[src/logic/mac_pkg.sv]
// Package for the monitor alert compare logic: offsets, fields, resets.
// Assumes a simple internal register port from the serial interface core.
//
// Behaviour
// - Shunt high enable alerts on shunt above threshold
// - Shunt low alerts below; blocked by high
// - Supply high alerts; blocked by shunt enables
// - Supply low alerts; blocked by higher enables
// - Power high alerts; blocked by other enables
// - Ready-on-pin routes sample done to alert
// - One compare source plus optional ready
// - Latched compare flag clears on mask read
// - Transparent flag clears after non-alert conversion
// - Sample done set after full cycle completes
// - Config write clears done, except power-down
// - Mask register read clears sample done
// - Overflow flag set on arithmetic overflow
// - Sense select sets alert output polarity
// - Transparent mode returns alert idle
// - Latched mode holds alert until read
// - Threshold compared against selected result
// - Threshold at 7h, read-write, resets zero
package mac_pkg;
   localparam logic [3:0]  REG_MASK_EN   = 4'h6;
   localparam logic [3:0]  REG_THRESHOLD = 4'h7;
   localparam int          BIT_SHUNT_HI  = 15;
   localparam int          BIT_SHUNT_LO  = 14;
   localparam int          BIT_SUPPLY_HI = 13;
   localparam int          BIT_SUPPLY_LO = 12;
   localparam int          BIT_POWER_HI  = 11;
   localparam int          BIT_READY_PIN = 10;
   localparam int          BIT_STORE_ERR = 5;
   localparam int          BIT_CMP_SRC   = 4;
   localparam int          BIT_DONE      = 3;
   localparam int          BIT_OVF       = 2;
   localparam int          BIT_SENSE     = 1;
   localparam int          BIT_LATCH     = 0;
   localparam logic [15:0] THRESH_RST    = 16'h0000;
   localparam logic [15:0] WR_MASK       = 16'hFC03;

   typedef struct packed {
      logic        valid;
      logic [15:0] shunt;
      logic [15:0] supply;
      logic [15:0] power;
      logic        overflow;
   } mac_result_t;

   typedef struct packed {
      logic        rd;
      logic        wr;
      logic [3:0]  addr;
      logic [15:0] wdata;
   } mac_reg_req_t;
endpackage

[src/logic/mac_cmp_unit.sv]
// Threshold comparator: picks the enabled source and flags a violation.
// Assumes one compare enable at most, as the control write guards.
`timescale 1ns/1ns
module mac_cmp_unit
(
   input  wire logic [4:0]  enables_i,
   input  wire logic [15:0] shunt_i,
   input  wire logic [15:0] supply_i,
   input  wire logic [15:0] power_i,
   input  wire logic [15:0] threshold_i,
   output logic             violation_o
);
   always_comb
   begin
      violation_o = 1'b0;
      if (enables_i[4])
         violation_o = $signed(shunt_i) > $signed(threshold_i);
      else if (enables_i[3])
         violation_o = $signed(shunt_i) < $signed(threshold_i);
      else if (enables_i[2])
         violation_o = supply_i > threshold_i;
      else if (enables_i[1])
         violation_o = supply_i < threshold_i;
      else if (enables_i[0])
         violation_o = power_i > threshold_i;
   end
endmodule

[src/logic/mac_alert_top.sv]
// Alert control top: mask/enable and threshold registers, flags, pin.
// Assumes results arrive as one-cycle valid after a complete cycle.
`timescale 1ns/1ns
module mac_alert_top
(
   input  wire logic                 sys_clk_i,
   input  wire logic                 sys_rst_i,
   input  wire mac_pkg::mac_reg_req_t reg_req_i,
   input  wire mac_pkg::mac_result_t  result_i,
   input  wire logic                 cfg_wr_i,
   input  wire logic                 cfg_pwrdn_i,
   input  wire logic                 store_err_i,
   output logic [15:0]               reg_rdata_o,
   output logic                      alert_o,
   output logic                      alert_oe_o
);
   logic [15:0] threshold_r;
   logic [4:0]  enables_r;
   logic        ready_pin_r;
   logic        sense_r;
   logic        latch_r;
   logic        cmp_src_r;
   logic        done_r;
   logic        ovf_r;
   logic        store_err_r;
   logic        violation;
   logic        mask_rd;
   logic        mask_wr;
   logic        thr_wr;
   logic [15:0] mask_word;
   logic [4:0]  en_nxt;
   logic [4:0]  en_raw;
   logic        alert_act;

   assign mask_rd = reg_req_i.rd && (reg_req_i.addr == mac_pkg::REG_MASK_EN);
   assign mask_wr = reg_req_i.wr && (reg_req_i.addr == mac_pkg::REG_MASK_EN);
   assign thr_wr  = reg_req_i.wr && (reg_req_i.addr == mac_pkg::REG_THRESHOLD);
   assign en_raw  = reg_req_i.wdata[mac_pkg::BIT_SHUNT_HI:mac_pkg::BIT_POWER_HI];

   mac_cmp_unit u_cmp
   (
      .enables_i   (enables_r),
      .shunt_i     (result_i.shunt),
      .supply_i    (result_i.supply),
      .power_i     (result_i.power),
      .threshold_i (threshold_r),
      .violation_o (violation)
   );

   always_ff @(posedge sys_clk_i)
   begin
      if (sys_rst_i)
         threshold_r <= mac_pkg::THRESH_RST;
      else if (thr_wr)
         threshold_r <= reg_req_i.wdata;
   end

   always_comb
   begin
      en_nxt = en_raw;
      for (int i = 3; i >= 0; i--)
      begin
         if ((en_raw >> (i + 1)) != 5'h00)
            en_nxt[i] = 1'b0;
      end
   end

   always_ff @(posedge sys_clk_i)
   begin
      if (sys_rst_i)
      begin
         enables_r   <= 5'h00;
         ready_pin_r <= 1'b0;
         sense_r     <= 1'b0;
         latch_r     <= 1'b0;
      end
      else if (mask_wr)
      begin
         enables_r   <= en_nxt;
         ready_pin_r <= reg_req_i.wdata[mac_pkg::BIT_READY_PIN];
         sense_r     <= reg_req_i.wdata[mac_pkg::BIT_SENSE];
         latch_r     <= reg_req_i.wdata[mac_pkg::BIT_LATCH];
      end
   end

   // Compare flag; a new violation beats a read clear
   always_ff @(posedge sys_clk_i)
   begin
      if (sys_rst_i)
         cmp_src_r <= 1'b0;
      else if (result_i.valid && violation)
         cmp_src_r <= 1'b1;
      else if (!latch_r && result_i.valid)
         cmp_src_r <= 1'b0;
      else if (latch_r && mask_rd)
         cmp_src_r <= 1'b0;
   end

   always_ff @(posedge sys_clk_i)
   begin
      if (sys_rst_i)
         done_r <= 1'b0;
      else if (result_i.valid)
         done_r <= 1'b1;
      else if (cfg_wr_i && !cfg_pwrdn_i)
         done_r <= 1'b0;
      else if (mask_rd)
         done_r <= 1'b0;
   end

   always_ff @(posedge sys_clk_i)
   begin
      if (sys_rst_i)
         ovf_r <= 1'b0;
      else if (result_i.valid)
         ovf_r <= result_i.overflow;
   end

   always_ff @(posedge sys_clk_i)
   begin
      if (sys_rst_i)
         store_err_r <= 1'b0;
      else
         store_err_r <= store_err_i;
   end

   always_comb
   begin
      mask_word = 16'h0000;
      mask_word[mac_pkg::BIT_SHUNT_HI:mac_pkg::BIT_POWER_HI] = enables_r;
      mask_word[mac_pkg::BIT_READY_PIN] = ready_pin_r;
      mask_word[mac_pkg::BIT_STORE_ERR] = store_err_r;
      mask_word[mac_pkg::BIT_CMP_SRC]   = cmp_src_r;
      mask_word[mac_pkg::BIT_DONE]      = done_r;
      mask_word[mac_pkg::BIT_OVF]       = ovf_r;
      mask_word[mac_pkg::BIT_SENSE]     = sense_r;
      mask_word[mac_pkg::BIT_LATCH]     = latch_r;
   end

   always_ff @(posedge sys_clk_i)
   begin
      if (sys_rst_i)
         reg_rdata_o <= 16'h0000;
      else if (reg_req_i.rd)
         unique case (reg_req_i.addr)
            mac_pkg::REG_MASK_EN:   reg_rdata_o <= mask_word;
            mac_pkg::REG_THRESHOLD: reg_rdata_o <= threshold_r;
            default:                reg_rdata_o <= 16'h0000;
         endcase
   end

   // live or held flag drives alert
   assign alert_act = cmp_src_r || (ready_pin_r && done_r);

   always_ff @(posedge sys_clk_i)
   begin
      if (sys_rst_i)
      begin
         alert_o    <= 1'b1;
         alert_oe_o <= 1'b0;
      end
      else if (sense_r)
      begin
         alert_o    <= alert_act;
         alert_oe_o <= 1'b1;
      end
      else
      begin
         alert_o    <= 1'b0;
         alert_oe_o <= alert_act;
      end
   end

   one_enable_a: assert property (@(posedge sys_clk_i) disable iff (sys_rst_i)
      $onehot0(enables_r)) else $error("two compare enables set");
   latch_hold_a: assert property (@(posedge sys_clk_i) disable iff (sys_rst_i)
      latch_r && cmp_src_r && !mask_rd && !mask_wr |=> cmp_src_r)
      else $error("latched flag lost");
   transp_clear_a: assert property (@(posedge sys_clk_i) disable iff (sys_rst_i)
      !latch_r && result_i.valid && !violation |=> !cmp_src_r)
      else $error("flag not cleared");
   done_set_a: assert property (@(posedge sys_clk_i) disable iff (sys_rst_i)
      result_i.valid |=> done_r) else $error("done not set");
   done_rd_a: assert property (@(posedge sys_clk_i) disable iff (sys_rst_i)
      mask_rd && !result_i.valid |=> !done_r) else $error("done not cleared");
   pwrdn_keep_a: assert property (@(posedge sys_clk_i) disable iff (sys_rst_i)
      cfg_wr_i && cfg_pwrdn_i && !mask_rd && done_r |=> done_r)
      else $error("done lost on power-down");
   sense_hi_a: assert property (@(posedge sys_clk_i) disable iff (sys_rst_i)
      sense_r && cmp_src_r && !mask_wr |=> alert_o && alert_oe_o)
      else $error("alert not high");
   viol_flag_a: assert property (@(posedge sys_clk_i) disable iff (sys_rst_i)
      result_i.valid && violation |=> cmp_src_r ##1
      (alert_oe_o && (alert_o == $past(sense_r))))
      else $error("violation missed");

   thr_write_a: assert property (@(posedge sys_clk_i) disable iff (sys_rst_i)
      thr_wr
      |=> threshold_r == $past(reg_req_i.wdata))
      else $error("threshold write lost");
   thr_hold_a: assert property (@(posedge sys_clk_i) disable iff (sys_rst_i)
      !thr_wr
      |=> $stable(threshold_r))
      else $error("threshold changed unwritten");
   shunt_lo_block_a: assert property (@(posedge sys_clk_i) disable iff (sys_rst_i)
      mask_wr && reg_req_i.wdata[mac_pkg::BIT_SHUNT_HI]
      |=> !enables_r[3])
      else $error("shunt low enable not blocked");
   supply_hi_block_a: assert property (@(posedge sys_clk_i) disable iff (sys_rst_i)
      mask_wr && (reg_req_i.wdata[mac_pkg::BIT_SHUNT_HI:mac_pkg::BIT_SHUNT_LO] != 2'b00)
      |=> !enables_r[2])
      else $error("supply high enable not blocked");
   supply_lo_block_a: assert property (@(posedge sys_clk_i) disable iff (sys_rst_i)
      mask_wr && (reg_req_i.wdata[mac_pkg::BIT_SHUNT_HI:mac_pkg::BIT_SUPPLY_HI] != 3'b000)
      |=> !enables_r[1])
      else $error("supply low enable not blocked");
   power_block_a: assert property (@(posedge sys_clk_i) disable iff (sys_rst_i)
      mask_wr && (reg_req_i.wdata[mac_pkg::BIT_SHUNT_HI:mac_pkg::BIT_SUPPLY_LO] != 4'h0)
      |=> !enables_r[0])
      else $error("power enable not blocked");
   top_enable_a: assert property (@(posedge sys_clk_i) disable iff (sys_rst_i)
      mask_wr
      |=> enables_r[4] == $past(reg_req_i.wdata[mac_pkg::BIT_SHUNT_HI]))
      else $error("shunt high enable lost");
   ready_copy_a: assert property (@(posedge sys_clk_i) disable iff (sys_rst_i)
      mask_wr
      |=> ready_pin_r == $past(reg_req_i.wdata[mac_pkg::BIT_READY_PIN]))
      else $error("ready enable not written");
   ctrl_copy_a: assert property (@(posedge sys_clk_i) disable iff (sys_rst_i)
      mask_wr
      |=> {sense_r, latch_r} == $past(reg_req_i.wdata[mac_pkg::BIT_SENSE:mac_pkg::BIT_LATCH]))
      else $error("sense or latch not written");
   ctrl_keep_a: assert property (@(posedge sys_clk_i) disable iff (sys_rst_i)
      !mask_wr
      |=> $stable({enables_r, ready_pin_r, sense_r, latch_r}))
      else $error("control field changed unwritten");
   resv_zero_a: assert property (@(posedge sys_clk_i) disable iff (sys_rst_i)
      mask_rd
      |=> reg_rdata_o[mac_pkg::BIT_READY_PIN-1:mac_pkg::BIT_STORE_ERR+1] == 4'h0)
      else $error("reserved bits not zero");
   store_flag_a: assert property (@(posedge sys_clk_i) disable iff (sys_rst_i)
      mask_rd
      |=> reg_rdata_o[mac_pkg::BIT_STORE_ERR] == $past(store_err_r))
      else $error("storage fault not reported");
   ready_alert_a: assert property (@(posedge sys_clk_i) disable iff (sys_rst_i)
      ready_pin_r && done_r
      |=> alert_oe_o && (alert_o == $past(sense_r)))
      else $error("ready not on pin");
   drain_low_a: assert property (@(posedge sys_clk_i) disable iff (sys_rst_i)
      !sense_r
      |=> !alert_o)
      else $error("open-drain pin driven high");
   drive_on_a: assert property (@(posedge sys_clk_i) disable iff (sys_rst_i)
      sense_r
      |=> alert_oe_o)
      else $error("active-high pin not driven");
   transp_idle_a: assert property (@(posedge sys_clk_i) disable iff (sys_rst_i)
      !latch_r && result_i.valid && !violation && !ready_pin_r && !mask_wr
      |=> !cmp_src_r ##1 !(alert_oe_o && (alert_o == $past(sense_r))))
      else $error("transparent pin not idle");
   latch_pin_a: assert property (@(posedge sys_clk_i) disable iff (sys_rst_i)
      latch_r && cmp_src_r
      |=> alert_oe_o && (alert_o == $past(sense_r)))
      else $error("latched pin not active");
   latch_clear_a: assert property (@(posedge sys_clk_i) disable iff (sys_rst_i)
      latch_r && mask_rd && !(result_i.valid && violation)
      |=> !cmp_src_r)
      else $error("latched flag not cleared");
   no_src_a: assert property (@(posedge sys_clk_i) disable iff (sys_rst_i)
      (enables_r == 5'h00) && !cmp_src_r
      |=> !cmp_src_r)
      else $error("flag without compare source");
   cfg_clear_a: assert property (@(posedge sys_clk_i) disable iff (sys_rst_i)
      cfg_wr_i && !cfg_pwrdn_i && !result_i.valid
      |=> !done_r)
      else $error("done not cleared by config");
   done_only_a: assert property (@(posedge sys_clk_i) disable iff (sys_rst_i)
      !done_r && !result_i.valid
      |=> !done_r)
      else $error("done set without result");
   ovf_track_a: assert property (@(posedge sys_clk_i) disable iff (sys_rst_i)
      result_i.valid
      |=> ovf_r == $past(result_i.overflow))
      else $error("overflow not taken");
   ovf_hold_a: assert property (@(posedge sys_clk_i) disable iff (sys_rst_i)
      !result_i.valid
      |=> $stable(ovf_r))
      else $error("overflow changed without result");
   rd_thr_a: assert property (@(posedge sys_clk_i) disable iff (sys_rst_i)
      reg_req_i.rd && (reg_req_i.addr == mac_pkg::REG_THRESHOLD)
      |=> reg_rdata_o == $past(threshold_r))
      else $error("threshold read wrong");
   done_read_a: assert property (@(posedge sys_clk_i) disable iff (sys_rst_i)
      mask_rd
      |=> reg_rdata_o[mac_pkg::BIT_DONE] == $past(done_r))
      else $error("done not shown on read");
   cov_latch_c: cover property (@(posedge sys_clk_i) latch_r && cmp_src_r ##1 mask_rd);
   cov_ready_c: cover property (@(posedge sys_clk_i) ready_pin_r && done_r);
   cov_sense_c: cover property (@(posedge sys_clk_i) sense_r && alert_o);
   cov_drain_c: cover property (@(posedge sys_clk_i) !sense_r && alert_oe_o);
   cov_transp_c: cover property (@(posedge sys_clk_i) !latch_r && cmp_src_r ##1 !cmp_src_r);
endmodule

[config.mk]
export PLATFORM = sky130hd
export DESIGN_NAME = mac_alert_top
export DESIGN_NICKNAME = d
export VERILOG_FILES = /design/src/logic/mac_pkg.sv /design/src/logic/mac_cmp_unit.sv /design/src/logic/mac_alert_top.sv
export SDC_FILE = /design/constraint.sdc
export NUM_CORES = 1
export LEC_CHECK = 0
export ABC_AREA = 1
export BUFFER_PORTS_ARGS = -buffer_cell sky130_fd_sc_hd__buf_2
export CORE_MARGIN = 2
export CORE_UTILIZATION = 40
export CTS_BUF_LIST = sky130_fd_sc_hd__clkbuf_2 sky130_fd_sc_hd__clkbuf_4 sky130_fd_sc_hd__clkbuf_8
export DETAILED_ROUTE_END_ITERATION = 12
export PLACE_DENSITY = 0.7
export SYNTH_ARGS = -nofsm -noshare
export SYNTH_HDL_FRONTEND = slang
export SYNTH_SLANG_ARGS = --single-unit
[constraint.sdc]
create_clock -name sys_clk_i -period 1.95 [get_ports sys_clk_i]
set_clock_uncertainty 0.05 [all_clocks]
set_input_delay 0.2925 -clock sys_clk_i [delete_from_list [all_inputs] [get_ports sys_clk_i]]
set_output_delay 0.2925 -clock sys_clk_i [all_outputs]
set_load 0.01 [all_outputs]
* After elaboration in Yosys (flattened, before gate mapping)
Cells that the tools add are included. W data, S select, Z words.
Word-level totals: register bits after elaboration 46, output and inout bits 18, logic and storage cells 53
Operators by class: order comparisons 5, equality and inequality tests 2, muxes and demuxes 18, reductions and logical operators 16
Operator list (number):
- $gt A16 B16 Y1 | 3
- $lt A16 B16 Y1 | 2
- $pmux W16 S2 | 1
- $mux W1 | 17
- $reduce_bool A5 Y1 | 3
- $eq A4 B3 Y1 const B | 2
- $logic_and A1 B1 Y1 | 8
- $reduce_bool A3 Y1 | 2
- $logic_not A1 Y1 | 2
- $logic_or A1 B1 Y1 | 1

* Depth between registers and ports, before layout
depth after elaboration 8, mapped depth 18, gate-level depth less buffers 18

* Hierarchy
A second synthesis with hierarchy kept.
Unflattened totals: cells, all modules 471, area total of the unflattened synthesis 3261.9 um2
Modules (own cells, without submodules):
- mac_alert_top | instances 1, cells each 271, area an instance 2008.2 um2, sequential area each 920.9 um2
- mac_cmp_unit | instances 1, cells each 200, area an instance 1253.7 um2, sequential area each 0.0 um2

* Worst setup path before layout
No wires, ideal clock.
kind reg2reg, from reg threshold_r[15], to reg cmp_src_r, data arrival time 1.502 ns, slack 0.331 ns, stages on the path, launching flop included 14, buffers on the path 0, cells stage by stage dfxtp_1 > inv_1 > ha_1 > a21oi_1 > o21ai_1 > nor2_2 > nand2_1 > nand2_1 > nand3_1 > nand2_1 > clkinv_1 > nand2_1 > nand2_1 > a21oi_2
Between the ends: cells in the longest elaborated chain, start to end 8, elaborated cells on any way between the ends 13
Ends and longest elaborated chain:
- start, declared | RTL line mac_alert_top.sv:17 | logic [15:0] threshold_r;
- start signal, assigned | RTL line mac_alert_top.sv:53 | threshold_r <= mac_pkg::THRESH_RST;
- start signal, assigned | RTL line mac_alert_top.sv:55 | threshold_r <= reg_req_i.wdata;
- $gt A16 B16 Y1 | RTL line mac_cmp_unit.sv:25 | violation_o = power_i > threshold_i;
- $mux W1 | RTL line mac_cmp_unit.sv:24 | else if (enables_i[0])
- $mux W1 | RTL line mac_cmp_unit.sv:22 | else if (enables_i[1])
- $mux W1 | RTL line mac_cmp_unit.sv:20 | else if (enables_i[2])
- $mux W1 | RTL line mac_cmp_unit.sv:18 | else if (enables_i[3])
- $mux W1 (*) | RTL line mac_cmp_unit.sv:16 | if (enables_i[4])
- $logic_and A1 B1 Y1 (*) | RTL line mac_alert_top.sv:91 | else if (result_i.valid && violation)
- $reduce_bool A3 Y1 (no source line) / $mux W1 (equally long branches)
- end signal, assigned | RTL line mac_alert_top.sv:90 | cmp_src_r <= 1'b0;
- end signal, assigned | RTL line mac_alert_top.sv:92 | cmp_src_r <= 1'b1;
- end signal, assigned | RTL line mac_alert_top.sv:94 | cmp_src_r <= 1'b0;
- end, declared | RTL line mac_alert_top.sv:22 | logic cmp_src_r;
Every way passes the cells marked *; elsewhere a longest branch is shown, timed or not. A chain may end at the register's enable or synchronous reset.

* Final worst setup path
Ends and elaborated chain as after synthesis.

==> key figures <==
Run status
  • Status: completed

Critical path
  • Most used cell, CP: nand2_1
  • Critical Path RT: around 2.1 ns
  • CP arrival: 1.98 ns
  • Worst R2R Path Depth: 12
  • Worst path top cell family by delay: simple AND/OR/NAND/NOR gates
  • WP depth: 12
  • Critical Path Source: threshold_r[15]
  • Setup crit end: cmp_src_r
  • Setup slack, reg-to-reg: approximately 0.16 ns
  • Type of the worst setup path: flop to flop
  • Reg2reg start: threshold_r[15]
  • Largest stage delay, worst path: about 0.36 ns
  • Worst reg2reg endpoint: cmp_src_r
  • Critical Path Sink Type: flop
  • Cells along the critical path: inv_2 -> ha_1 -> nand4_1 -> nor2_1 -> nand2_1 -> nand2_1 -> nand2_1 -> nand2_1 -> nand3_1 -> nand2_1 -> nand2_1 -> a21oi_2
  • CP Buf/Inv Count: 1
  • CP startpoint kind: flop
  • Slowest stage cell, crit path: dfxtp_1
  • Worst-path fanout max: 4

Die
  • Initial Utilization: 0.410
  • Die Y: around 90 µm
  • Die X: around 90 µm
  • # IOs: 95
  • Total core area: between 0.007 and 0.008 mm²
  • Floorplan row count: 31
  • Total die area: 0.00809 mm²

CTS
  • Clock-pin slew on the worst setup and hold paths: around 0.09 ns
  • H-tree level count: 2
  • CTS Root Cell: clkbuf_8
  • Number of clock sinks: 46
  • Clock latency at the later pin of the worst-skew pair: ~0.3 ns
  • Number of buffers created by CTS: 5
  • Clock buffer depth: 2
  • CTS tree: built

Synthesis
  • Post-synthesis sequential area ratio: 0.312
  • Synth Instances: slightly above 400
  • Synth top cells by count: nand2_1 (101), ha_1 (48), dfxtp_1 (46), inv_1 (46), a21oi_1 (45)
  • Mapped Avg Cell Area: 7.14 µm²
  • Syn Std Cell Area: 0.00296 mm²
  • Dominant cell by count in the synthesized netlist: nand2_1
  • Syn Nets: about 540
  • Number of flops mapped to enable cells by yosys: 0
  • Dominant synthesized flop cell: dfxtp_1
  • Synth area leader: dfxtp_1
  • Synth area leaders: dfxtp_1 (31%), ha_1 (20%), nand2_1 (13%)
  • Synth async-reset ratio: 0
  • Seq cells post-synth: between 40 and 50
  • Yosys warns: 0
  • Top-area cell type share of the netlist area: 0.312
  • Count of different cell masters after synthesis: 25

Layout
  • # fillers: roughly 740
  • N_diodes: 0
  • Multi-input logic area: ~0.0018 mm²
  • Nets: 634
  • Final core utilization: 0.512
  • Reg area: a little over 900 µm²
  • Share of cells above drive strength 1: 0.265
  • Area Overhead vs Synth: 25.0%
  • Largest registers: reg_rdata_o (16), threshold_r (16), enables_r (5)
  • Cell Count, Final, Fillers Out: ~610

STA
  • Final Cycle Share: 0.919
  • FMAX: ~0.56 GHz
  • Final Hold Fails: 0
  • Slew Limit Fails: 0
  • Final setup fails: 0
  • Max_slew headroom: 0.763
  • Pin slew with the least headroom to its limit: between 0.3 and 0.4 ns
  • Min Tclk post-route: about 1.8 ns

Power and ir drop
  • Clk pwr share: 0.349
  • Comb pwr share: 0.183
  • Reg power frac: 0.467
  • PnR Total Power: a little over 2 mW
  • Net switching power: approximately 0.55 mW
  • Pint: ~1.5 mW
  • Sw frac: 0.266
  • Power per cell area: roughly 560 mW/mm²
  • Worst vdd ir: 0.000250 V
  • P_leak: roughly 1.7 nW

Place
  • IO Port Bufs: 94
  • HPWL Detailed: approximately 6400 µm
  • Gpl congestion: roughly 0.87
  • DP Cell Count: approximately 600

Global route
  • Largest net degree at the start of global routing: 26
  • First-pass GRT wire length: ~13000 µm
  • Grt ovf: 0
  • Total track usage: 0.201
  • Initial antenna violation count: 0
  • Vias in the first global route: slightly below 3000

Job
  • Max Cap Viol: 0

Drt
  • DR vias/cell: between 4 and 5
  • Post-route ant nets: 0
  • Via Count: about 3000
  • DRT Pass-1 Iters: 4
  • Initial DRC Count: ~150
  • # DRC: 0
  • Wire length per cell: approximately 13 µm
  • Drt total wl: about 8000 µm

Min path
  • Worst hold path class: primary input to flop
[stage by stage]
step	setup TNS [ns]	hold WS (ns)	area [µm²]	setup slack [ns]
3_5_place_dp	0	0.402	3540	0.0941
5_1_grt	-0.00442	0.154	3690	-0.00442
4_1_cts	0	0.142	3650	0.0719
3_3_place_gp	0	0.401	3540	0.127
6_report	0	0.140	3690	0.158
2_1_floorplan	0	0.349	2960	0.331
[logic make-up after synthesis]
kind of cell / share of synthesized area
compound gates: 0.174
flops: 0.312
buf+inv: 0.0847
simple gates: 0.227
fa+ha+maj: 0.203
[worst register-to-register path, cell delays in order, from the launching register on]
cell,delay [ns]
dfxtp_1,0.36
inv_2,0.09
ha_1,0.33
nand4_1,0.12
nor2_1,0.21
nand2_1,0.11
nand2_1,0.07
nand2_1,0.04
nand2_1,0.05
nand3_1,0.08
nand2_1,0.06
nand2_1,0.06
a21oi_2,0.10
[worst min path at each step]
stage | start | endpoint | slack [ns] | depth (start not counted)
finish | store_err_i | store_err_r | 0.14 | 3
floorplan | store_err_i | store_err_r | 0.35 | 2
global route | store_err_i | store_err_r | 0.15 | 3
CTS | store_err_i | store_err_r | 0.14 | 3
global placement | store_err_r | reg_rdata_o[5] | 0.40 | 2
detailed placement | threshold_r[8] | reg_rdata_o[8] | 0.40 | 2
[what timing repair did]
| item | CTS | global route |
|---|---|---|
| resized for setup | 0 | 16 |
| endpoints found under the setup margin | 0 | 1 |
| buffers inserted | 0 | 2 |
| hold buffers | 0 | 0 |
[cell usage in the layout (no fill, tap or decap), types with 2 or more instances in the layout]
cell type / n
a31oi_1: 12
buf_2: 94
inv_1: 39
inv_2: 10
o211ai_1: 2
o21ai_1: 14
nand3_1: 27
o21ai_0: 10
nor2_1: 23
nor2_2: 4
ha_1: 47
nand4_1: 5
a211oi_1: 3
clkinv_1: 2
a21o_1: 4
dfxtp_2: 4
a21oi_1: 43
dfxtp_1: 42
buf_4: 8
nand2_1: 100
clkbuf_8: 5
a21oi_2: 4
[power by group through the flow]
stage               Clock [mW]  Combinational, mW  Sequential, mW
floorplan                    0              0.217           0.993
global placement             0              0.362           0.992
detailed placement           0              0.372           0.993
CTS                      0.734              0.374           0.971
global route             0.765              0.442           0.974
finish                   0.727              0.382           0.971
[per-layer routing]
layer	share of wire	vias up	GRT usage
met5	0	-	0
met4	0.015	0	0.0590
met3	0.054	10	0.0386
met2	0.47	95	0.337
met1	0.46	1318	0.264
li1	-	1572	-
[area by class of cell]
cell class                      instances  area share
Inverter                               51      0.0518
Clock buffer                            6      0.0207
Sequential cell                        46       0.251
Tap cell                               99      0.0335
Timing Repair Buffer                  102       0.144
Multi-Input combinational cell        303       0.490
Clock inverter                          2      0.0102
No activity file was read; power rests on OpenSTA's default activity.
